===== src/event_status_map.svh =====
// Register offsets, field positions, reset values and counts.
// Assumes byte-wide register addresses on the serial register port.
`ifndef EVENT_STATUS_MAP_SVH
`define EVENT_STATUS_MAP_SVH
`define ADDR_CTRL 8'h00
`define ADDR_EV1 8'h05
`define ADDR_EV2 8'h06
`define ADDR_RPT 8'h22
`define ADDR_MISS 8'h22
`define ADDR_ERR 8'h25
`define ADDR_FC_HI 8'h43
`define ADDR_FC_MID 8'h44
`define ADDR_FC_LO 8'h45
`define CTRL_NARROW_BIT 1
`define CTRL_CHAN_BIT 2
`define E1_RX_AVAIL 0
`define E1_TX_AVAIL 1
`define E1_ARB_FAIL 2
`define E1_TX_DONE 3
`define E1_BUSY_CHG 4
`define E1_TIMER_ZERO 5
`define E1_SUPV_CHG 6
`define E2_WORD_CHG 0
`define E2_DOTTING 1
`define E2_FV_SYNC 2
`define E2_FC_SYNC 3
`define E2_IDLE_CHG 4
`define E2_ERR_UPD 5
`define E2_PIO 6
`define E2_TERM 7
`define RST_BYTE 8'h00
`define RST_MISS 8'h03
`define RST_COUNT 20'h00000
`define SYNC_RUN_NEED 2'h2
`endif


===== src/event_status_pkg.sv =====
// Types shared by the event and status logic.
// Assumes all sources run on the one system clock.
`default_nettype none
package event_status_pkg;
  typedef struct packed {
    logic rd;
    logic wr;
    logic [7:0] addr;
    logic [7:0] wdata;
  } reg_req_s;
  typedef struct packed {
    logic rx_data_ready;
    logic tx_first_repeat;
    logic tx_burst_done;
    logic timer_zero;
    logic sat_out_of_band;
    logic colour_valid;
    logic rx_word_valid;
    logic dotting;
    logic sync_hit;
    logic sync_miss;
    logic idle_mode_change;
    logic err_rate_update;
    logic pio_sensed;
    logic afc_terminal;
  } event_in_s;
  typedef enum logic {phase_idle, phase_held} read_phase_e;
endpackage : event_status_pkg
`default_nettype wire


===== src/baseband_event_status_unit.sv =====
// Event flags, interrupt and status read-out of the baseband data processor.
// Assumes a serial interface front end that issues one-cycle read/write strobes
// on the system clock, and event sources that pulse for one cycle.
`include "event_status_map.svh"
`default_nettype none
module baseband_event_status_unit
  import event_status_pkg::*;
#(
  parameter int WORD_BITS = 28
) (
  input wire logic clock,
  input wire logic resetn,
  input wire reg_req_s req,
  input wire event_in_s ev_in,
  input wire logic forward_control_channel_busy,
  input wire logic busy_window,
  input wire logic fvc_msg_active,
  input wire logic [7:0] colour_code,
  input wire logic [WORD_BITS-1:0] rx_word,
  input wire logic [7:0] repeats_used,
  input wire logic [7:0] err_count,
  input wire logic [19:0] afc_count,
  output logic [7:0] rd_data,
  output logic rd_valid,
  output logic irq,
  output logic sync,
  output logic counters_reset,
  output logic narrowband_mode,
  output logic channel_type_select
);

  function automatic logic hit(input reg_req_s r, input logic [7:0] a, input logic w);
    hit = (w ? r.wr : r.rd) && (r.addr == a);
  endfunction : hit

  logic [7:0] ctrl;
  logic [7:0] rx_avail_ie;
  logic [7:0] word_chg_ie;
  logic [7:0] missed_sync_limit;
  logic [7:0] event_reg_one;
  logic [7:0] event_reg_two;
  logic [7:0] ev2_buffer;
  read_phase_e phase;
  logic [7:0] rx_repeat_count;
  logic [7:0] narrowband_error_rate;
  logic [19:0] term_count;
  logic busy_q;
  logic have_word;
  logic [WORD_BITS-1:0] last_word;
  logic have_colour;
  logic [7:0] last_colour;
  logic fvc_synced;
  logic forward_control_channel_synced;
  logic [1:0] sync_run;
  logic [7:0] miss_cnt;

  wire rd_ev1 = hit(req, `ADDR_EV1, 1'b0);
  wire rd_ev2 = hit(req, `ADDR_EV2, 1'b0);
  wire rd_lo = hit(req, `ADDR_FC_LO, 1'b0);
  // Register write decode
  wire wr_ctrl = hit(req, `ADDR_CTRL, 1'b1);
  wire wr_ie1 = hit(req, `ADDR_EV1, 1'b1);
  wire wr_ie2 = hit(req, `ADDR_EV2, 1'b1);
  wire wr_miss = hit(req, `ADDR_MISS, 1'b1);
  wire wide = ~ctrl[`CTRL_NARROW_BIT];
  wire fvc_mode = ctrl[`CTRL_CHAN_BIT];
  wire busy_rise = forward_control_channel_busy & ~busy_q;
  wire busy_fall = ~forward_control_channel_busy & busy_q;
  wire word_new = ev_in.rx_word_valid & ~fvc_mode;
  wire word_differs = word_new & (~have_word | (rx_word != last_word));
  wire colour_new = ev_in.colour_valid & ~wide;
  wire colour_differs = colour_new & (~have_colour | (colour_code != last_colour));
  wire fvc_first_sync = ev_in.sync_hit & fvc_mode & fvc_msg_active & ~fvc_synced;
  wire forward_control_channel_hit = ev_in.sync_hit & ~fvc_mode;
  wire forward_control_channel_miss = ev_in.sync_miss & ~fvc_mode;
  wire [1:0] run_plus = sync_run + 2'h1;
  wire [7:0] miss_plus = miss_cnt + 8'h01;
  wire gain_sync = forward_control_channel_hit & ~forward_control_channel_synced & (run_plus == `SYNC_RUN_NEED);
  wire limit_on = missed_sync_limit != 8'h00;
  wire lose_sync = forward_control_channel_miss & forward_control_channel_synced & limit_on & (miss_plus == missed_sync_limit);
  wire fvc_sync_level = (fvc_synced & fvc_msg_active) | fvc_first_sync;
  wire forward_control_channel_sync_level = (forward_control_channel_synced | gain_sync) & ~lose_sync;

  logic [7:0] ev1_set;
  logic [7:0] ev2_set;
  always_comb begin
    ev1_set = 8'h00;
    ev1_set[`E1_RX_AVAIL] = ev_in.rx_data_ready;
    ev1_set[`E1_TX_AVAIL] = ev_in.tx_first_repeat;
    ev1_set[`E1_ARB_FAIL] = busy_rise & ~busy_window;
    ev1_set[`E1_TX_DONE] = ev_in.tx_burst_done;
    ev1_set[`E1_BUSY_CHG] = busy_rise | busy_fall;
    ev1_set[`E1_TIMER_ZERO] = ev_in.timer_zero;
    ev1_set[`E1_SUPV_CHG] = (ev_in.sat_out_of_band & wide) | colour_differs;
    ev2_set = 8'h00;
    ev2_set[`E2_WORD_CHG] = word_differs;
    ev2_set[`E2_DOTTING] = ev_in.dotting & fvc_mode & wide;
    ev2_set[`E2_FV_SYNC] = fvc_first_sync;
    ev2_set[`E2_FC_SYNC] = gain_sync | lose_sync;
    ev2_set[`E2_IDLE_CHG] = ev_in.idle_mode_change;
    ev2_set[`E2_ERR_UPD] = ev_in.err_rate_update;
    ev2_set[`E2_PIO] = ev_in.pio_sensed;
    ev2_set[`E2_TERM] = ev_in.afc_terminal;
  end

  // Read clears; a same-cycle event stays set
  wire [7:0] next_ev1 = (rd_ev1 ? 8'h00 : event_reg_one) | ev1_set;
  wire [7:0] next_ev2 = (rd_ev1 ? 8'h00 : event_reg_two) | ev2_set;
  wire next_held = rd_ev1 | ((phase == phase_held) & ~rd_ev2);
  wire pending = |(next_ev1 & rx_avail_ie) | |(next_ev2 & word_chg_ie);

  logic [7:0] read_mux;
  always_comb begin
    unique case (req.addr)
      `ADDR_EV1: read_mux = event_reg_one;
      `ADDR_EV2: read_mux = ev2_buffer;
      `ADDR_RPT: read_mux = rx_repeat_count;
      `ADDR_ERR: read_mux = narrowband_error_rate;
      `ADDR_FC_HI: read_mux = term_count[19:12];
      `ADDR_FC_MID: read_mux = term_count[11:4];
      `ADDR_FC_LO: read_mux = {term_count[3:0], 4'h0};
      default: read_mux = 8'h00;
    endcase
  end

  // Read port
  always_ff @(posedge clock or negedge resetn) begin
    if (!resetn) begin
      rd_data <= `RST_BYTE;
    end else if (req.rd) begin
      rd_data <= read_mux;
    end
  end

  always_ff @(posedge clock or negedge resetn) begin
    if (!resetn) begin
      rd_valid <= 1'b0;
    end else begin
      rd_valid <= req.rd;
    end
  end

  always_ff @(posedge clock or negedge resetn) begin
    if (!resetn) begin
      counters_reset <= 1'b0;
    end else begin
      counters_reset <= rd_lo;
    end
  end

  // Control writes
  always_ff @(posedge clock or negedge resetn) begin
    if (!resetn) begin
      ctrl <= `RST_BYTE;
    end else if (wr_ctrl) begin
      ctrl <= req.wdata;
    end
  end

  always_ff @(posedge clock or negedge resetn) begin
    if (!resetn) begin
      rx_avail_ie <= `RST_BYTE;
    end else if (wr_ie1) begin
      rx_avail_ie <= req.wdata;
    end
  end

  always_ff @(posedge clock or negedge resetn) begin
    if (!resetn) begin
      word_chg_ie <= `RST_BYTE;
    end else if (wr_ie2) begin
      word_chg_ie <= req.wdata;
    end
  end

  always_ff @(posedge clock or negedge resetn) begin
    if (!resetn) begin
      missed_sync_limit <= `RST_MISS;
    end else if (wr_miss) begin
      missed_sync_limit <= req.wdata;
    end
  end

  // Event flags and interrupt
  always_ff @(posedge clock or negedge resetn) begin
    if (!resetn) begin
      event_reg_one <= `RST_BYTE;
      event_reg_two <= `RST_BYTE;
    end else begin
      event_reg_one <= next_ev1;
      event_reg_two <= next_ev2;
    end
  end

  always_ff @(posedge clock or negedge resetn) begin
    if (!resetn) begin
      ev2_buffer <= `RST_BYTE;
    end else if (rd_ev1) begin
      ev2_buffer <= event_reg_two;
    end else if (rd_ev2) begin
      ev2_buffer <= `RST_BYTE;
    end
  end

  always_ff @(posedge clock or negedge resetn) begin
    if (!resetn) begin
      phase <= phase_idle;
    end else begin
      phase <= next_held ? phase_held : phase_idle;
    end
  end

  always_ff @(posedge clock or negedge resetn) begin
    if (!resetn) begin
      irq <= 1'b0;
    end else begin
      irq <= pending & ~next_held;
    end
  end

  // Status capture
  always_ff @(posedge clock or negedge resetn) begin
    if (!resetn) begin
      rx_repeat_count <= `RST_BYTE;
    end else if (ev_in.rx_data_ready) begin
      rx_repeat_count <= repeats_used;
    end
  end

  always_ff @(posedge clock or negedge resetn) begin
    if (!resetn) begin
      narrowband_error_rate <= `RST_BYTE;
    end else if (ev_in.err_rate_update) begin
      narrowband_error_rate <= err_count;
    end
  end

  always_ff @(posedge clock or negedge resetn) begin
    if (!resetn) begin
      term_count <= `RST_COUNT;
    end else if (ev_in.afc_terminal) begin
      term_count <= afc_count;
    end
  end

  always_ff @(posedge clock or negedge resetn) begin
    if (!resetn) begin
      busy_q <= 1'b0;
    end else begin
      busy_q <= forward_control_channel_busy;
    end
  end

  always_ff @(posedge clock or negedge resetn) begin
    if (!resetn) begin
      have_word <= 1'b0;
      last_word <= '0;
    end else if (word_new) begin
      have_word <= 1'b1;
      last_word <= rx_word;
    end
  end

  always_ff @(posedge clock or negedge resetn) begin
    if (!resetn) begin
      have_colour <= 1'b0;
      last_colour <= `RST_BYTE;
    end else if (colour_new) begin
      have_colour <= 1'b1;
      last_colour <= colour_code;
    end
  end

  always_ff @(posedge clock or negedge resetn) begin
    if (!resetn) begin
      fvc_synced <= 1'b0;
    end else if (!fvc_msg_active || !fvc_mode) begin
      fvc_synced <= 1'b0;
    end else if (fvc_first_sync) begin
      fvc_synced <= 1'b1;
    end
  end

  always_ff @(posedge clock or negedge resetn) begin
    if (!resetn) begin
      forward_control_channel_synced <= 1'b0;
      sync_run <= 2'h0;
      miss_cnt <= `RST_BYTE;
    end else if (forward_control_channel_hit) begin
      miss_cnt <= `RST_BYTE;
      sync_run <= forward_control_channel_synced ? sync_run : run_plus;
      forward_control_channel_synced <= forward_control_channel_synced | gain_sync;
    end else if (forward_control_channel_miss) begin
      sync_run <= 2'h0;
      miss_cnt <= lose_sync ? `RST_BYTE : miss_plus;
      forward_control_channel_synced <= forward_control_channel_synced & ~lose_sync;
    end
  end

  always_ff @(posedge clock or negedge resetn) begin
    if (!resetn) begin
      sync <= 1'b0;
    end else begin
      sync <= fvc_mode ? fvc_sync_level : forward_control_channel_sync_level;
    end
  end

  always_ff @(posedge clock or negedge resetn) begin
    if (!resetn) begin
      narrowband_mode <= 1'b0;
    end else begin
      narrowband_mode <= ~wide;
    end
  end

  always_ff @(posedge clock or negedge resetn) begin
    if (!resetn) begin
      channel_type_select <= 1'b0;
    end else begin
      channel_type_select <= fvc_mode;
    end
  end

endmodule : baseband_event_status_unit
`default_nettype wire


===== config.mk =====
export PLATFORM = sky130hd
export DESIGN_NAME = baseband_event_status_unit
export DESIGN_NICKNAME = d
export VERILOG_FILES = /design/src/event_status_pkg.sv /design/src/baseband_event_status_unit.sv
export VERILOG_INCLUDE_DIRS = /design/src /design/src/src
export SDC_FILE = /design/constraint.sdc
export NUM_CORES = 1
export LEC_CHECK = 0
export ABC_AREA = 0
export BUFFER_PORTS_ARGS = -buffer_cell sky130_fd_sc_hd__buf_2
export CAP_MARGIN = 10
export CORE_MARGIN = 1.5
export CORE_UTILIZATION = 60
export DETAILED_ROUTE_END_ITERATION = 7
export GPL_ROUTABILITY_DRIVEN = 0
export PLACE_DENSITY = 0.85
export SYNTH_ARGS = -nofsm -noshare
export SYNTH_HDL_FRONTEND = slang
export SYNTH_SLANG_ARGS = --single-unit

===== constraint.sdc =====
create_clock -name clock -period 3.33 [get_ports clock]
set_input_delay 0 -clock clock [delete_from_list [all_inputs] [get_ports clock]]
set_output_delay 0 -clock clock [all_outputs]
set_load 0.01 [all_outputs]

==> results.py <==
metrics = {
    "timing": {
        "period_share_pct": 79.5,
        "drv_slew": 0,
        "worst_slew_pin_slew_ps": 1080,
        "min_period_ps": 2650,
        "max_slew_margin_pct": 27.4,
        "setup_tns_ps": 0,
        "fmax_ghz": 0.378,
        "finalSetupViolations": 0,
        "fin_skew_ps": 7.87,
        "grt_setup_unrepaired": "no",
        "hold_viol": 0,
    },
    "global_route": {
        "grt_pass1_vias": 6166,
        "antenna_found_initial": 0,
        "grt_max_degree": 102,
        "grt_pass1_wl_mm": 30.8,
        "grt.total_usage_pct": 32.3,
        "grt-ovfl-total": 0,
    },
    "logic_synthesis": {
        "synth_enable_flop_cells": 0,
        "ys_async_sr_fraction_pct": 100,
        "ys_types": 65,
        "avgSynthCellArea_um2": 12.6,
        "ys_seq_area_share_pct": 54.7,
        "syn_inst": 551,
        "ys_ff_latch": 152,
        "yosys_warnings": 0,
        "syn-num-nets": 663,
        "synthesis.area_um2": 6960,
        "synth_ff_type": "dfrtp_1",
    },
    "power": {
        "p_leak_nw": 4.09,
        "ir_drop_v": 0.000423,
        "p_per_area_nw_per_um2": 498,
    },
    "layout": {
        "drive_gt1_share_pct": 34.8,
        "final_cell_mix": "150 x dfrtp_1, 121 x buf_2, 100 x mux2_2, 94 x dlygate4sd3_1, 38 x xnor2_1",
        "nets": 882,
        "final_cells": 925,
        "diodes": 0,
        "final_common_cell": "dfrtp_1",
        "syn_to_final_growth_pct": 31.8,
        "fill_cells": 624,
    },
    "clock_tree": {
        "cts_setup_buffers": 0,
        "clkSinkCount": 152,
        "cts_tree": "yes",
        "cts-root-buf": "clkbuf_16",
        "cts_inserted_buffers": 17,
        "clk_latency_ps": 420,
        "h-tree-depth": 4,
        "path_clk_slew_ps": 60,
        "cts_buffer_depth": 2,
    },
    "floorplan": {
        "std_cell_rows": 39,
        "core_um2": 11400,
        "die_h_um": 111,
        "initial_utilization_pct": 61.2,
        "die_w_um": 111,
        "pin_count": 123,
        "dieArea_um2": 12300,
    },
    "route": {
        "drtAntennaViolNets": 0,
        "vias": 5605,
        "drt_first_iter_violations": 408,
        "vias_per_cell": 6.06,
        "routedWlPerCell_um": 20.4,
        "first_pass_iters": 7,
        "routed_wl_mm": 18.9,
        "drc": 0,
    },
    "setup_path": {
        "endpoint": "irq$_DFF_PN0_",
        "ff2ff_path_depth": 7,
        "r2r-start": "miss_cnt[0]$_DFFE_PN0P_",
        "cp_max_fo": 16,
        "cp.required_ps": 3660,
        "critPathKind": "flip-flop to flip-flop",
        "critPathCaptureType": "flip-flop",
        "setup.worst_path.start_class": "flip-flop",
        "rrSetupSlack_ps": 680,
        "crit_start": "miss_cnt[0]$_DFFE_PN0P_",
        "worstPathArrival_ps": 2980,
        "reg2reg_to": "irq$_DFF_PN0_",
    },
    "place": {
        "io_buffers": 122,
        "dp_hpwl_mm": 11.3,
        "place_inst": 800,
    },
    "status": {
        "outcome": "finished, final reports clean",
    },
    "run": {
        "maxCapViolCount": 0,
    },
    "hold_path": {
        "hold_class": "input port to flip-flop",
    },
}
## power breakdown
| group | switching [mW] | internal (mW) |
|---|---|---|
| Clock | 0.720 | 1.05 |
| Sequential | 0.133 | 2.02 |
| Combinational | 0.284 | 0.367 |
## kinds of logic after synthesis
kind of cell    Yosys count  share of synthesized area (%)
mux                     101                           16.3
xor+xnor                 43                           5.41
flops                   152                           54.7
fa+ha+maj                 3                          0.539
compound gates           98                           10.9
buf+inv                  36                           2.12
simple gates            118                           10.1
## cells in the mapped netlist, types with 2 or more instances
| master | number | share of area, % |
|---|---|---|
| a21o_1 | 11 | 1.2 |
| a21oi_1 | 5 | 0.36 |
| a221o_1 | 4 | 0.58 |
| a221oi_1 | 5 | 0.63 |
| a222oi_1 | 4 | 0.58 |
| a22o_1 | 17 | 2.1 |
| a22oi_1 | 10 | 1.1 |
| a2bb2oi_1 | 2 | 0.25 |
| a31oi_1 | 3 | 0.27 |
| a32o_1 | 2 | 0.29 |
| and3_1 | 8 | 0.72 |
| buf_2 | 3 | 0.22 |
| buf_4 | 2 | 0.22 |
| clkbuf_1 | 13 | 0.70 |
| dfrtp_1 | 150 | 54 |
| dfstp_2 | 2 | 0.75 |
| ha_1 | 3 | 0.54 |
| inv_1 | 17 | 0.92 |
| mux2_2 | 100 | 16 |
| nand2_1 | 29 | 1.6 |
| nand2_2 | 2 | 0.18 |
| nand2b_1 | 4 | 0.36 |
| nand3_1 | 8 | 0.58 |
| nand3_2 | 2 | 0.29 |
| nand4_1 | 8 | 0.72 |
| nand4_2 | 2 | 0.36 |
| nor2_1 | 9 | 0.49 |
| nor2b_1 | 10 | 0.90 |
| nor3_1 | 7 | 0.50 |
| nor3b_1 | 2 | 0.22 |
| nor4_1 | 7 | 0.63 |
| o2111ai_1 | 2 | 0.25 |
| o21ai_0 | 10 | 0.72 |
| o22ai_1 | 8 | 0.72 |
| o2bb2ai_1 | 5 | 0.63 |
| or2_2 | 2 | 0.18 |
| or3_1 | 4 | 0.36 |
| xnor2_1 | 38 | 4.8 |
| xor2_1 | 5 | 0.63 |
## cell type report
class | count | area [um^2] | area share, %
clock buffer | 21 | 460 | 5.02
clock inverter | 10 | 78.8 | 0.859
inverter | 17 | 63.8 | 0.695
multi-input combinational | 363 | 3010 | 32.8
sequential | 152 | 3810 | 41.5
tap | 143 | 179 | 1.95
timing repair buffer | 219 | 1580 | 17.2
## flip-flops by register name, indices dropped and copies added, names as in the netlist, 2 cells and up
name                   cells
ctrl                       2
ev2_buffer                 8
event_reg_one              8
event_reg_two              8
last_colour                8
last_word                 28
miss_cnt                   8
missed_sync_limit          8
narrowband_error_rate      8
rd_data                    8
rx_avail_ie                8
rx_repeat_count            8
sync_run                   2
term_count                20
word_chg_ie                8
## per-layer routing
layer / up-vias / wire, um / part of all wire [%] / track usage, %
li1: 2478 / - / - / -
met1: 2848 / 7250 / 38 / 37.6
met2: 223 / 9980 / 53 / 58.2
met3: 56 / 945 / 5.0 / 7.00
met4: 0 / 680 / 3.6 / 13.0
met5: - / 0 / 0 / 0
## worst min path at each step
| stage | start | end | slack [ps] | cells past startpoint |
|---|---|---|---|---|
| global route | ev_in[13] | event_reg_one[0]$_DFF_PN0_ | 10 | 2 |
| global placement | forward_control_channel_busy | busy_q$_DFF_PN0_ | 130 | 1 |
| finish | ev_in[13] | event_reg_one[0]$_DFF_PN0_ | 40 | 2 |
| detailed placement | forward_control_channel_busy | busy_q$_DFF_PN0_ | 130 | 1 |
| CTS | ev_in[13] | event_reg_one[0]$_DFF_PN0_ | 0.06 | 2 |
| floorplan | resetn | busy_q$_DFF_PN0_ | -300 | 0 |
## repair_timing
action                                 in CTS  in global routing
gates resized for setup                     0                  0
hold buffers                               94                  0
endpoints found under the hold margin     211                  0
## through the flow
stage	cell area, um^2	hold slack [ps]	utilization (%)	worst slack, ps	total power, mW
global route	9180	13.4	80.7	532	4.74
detailed placement	7700	130	67.7	787	2.72
global placement	7700	130	67.7	974	2.68
finish	9180	35.4	80.7	684	4.57
floorplan	6960	-296	-	1240	2.48
CTS	9180	0.0575	80.7	711	4.57
## critical path, cell delays in order (launching register included)
cell	delay (ps)
dfrtp_1	460
ha_1	320
nand3_2	170
or3_1	420
a211oi_2	240
nand4_2	410
or2_0	350
a31oi_1	190
Note: power is estimated with default switching activity, not from simulation.
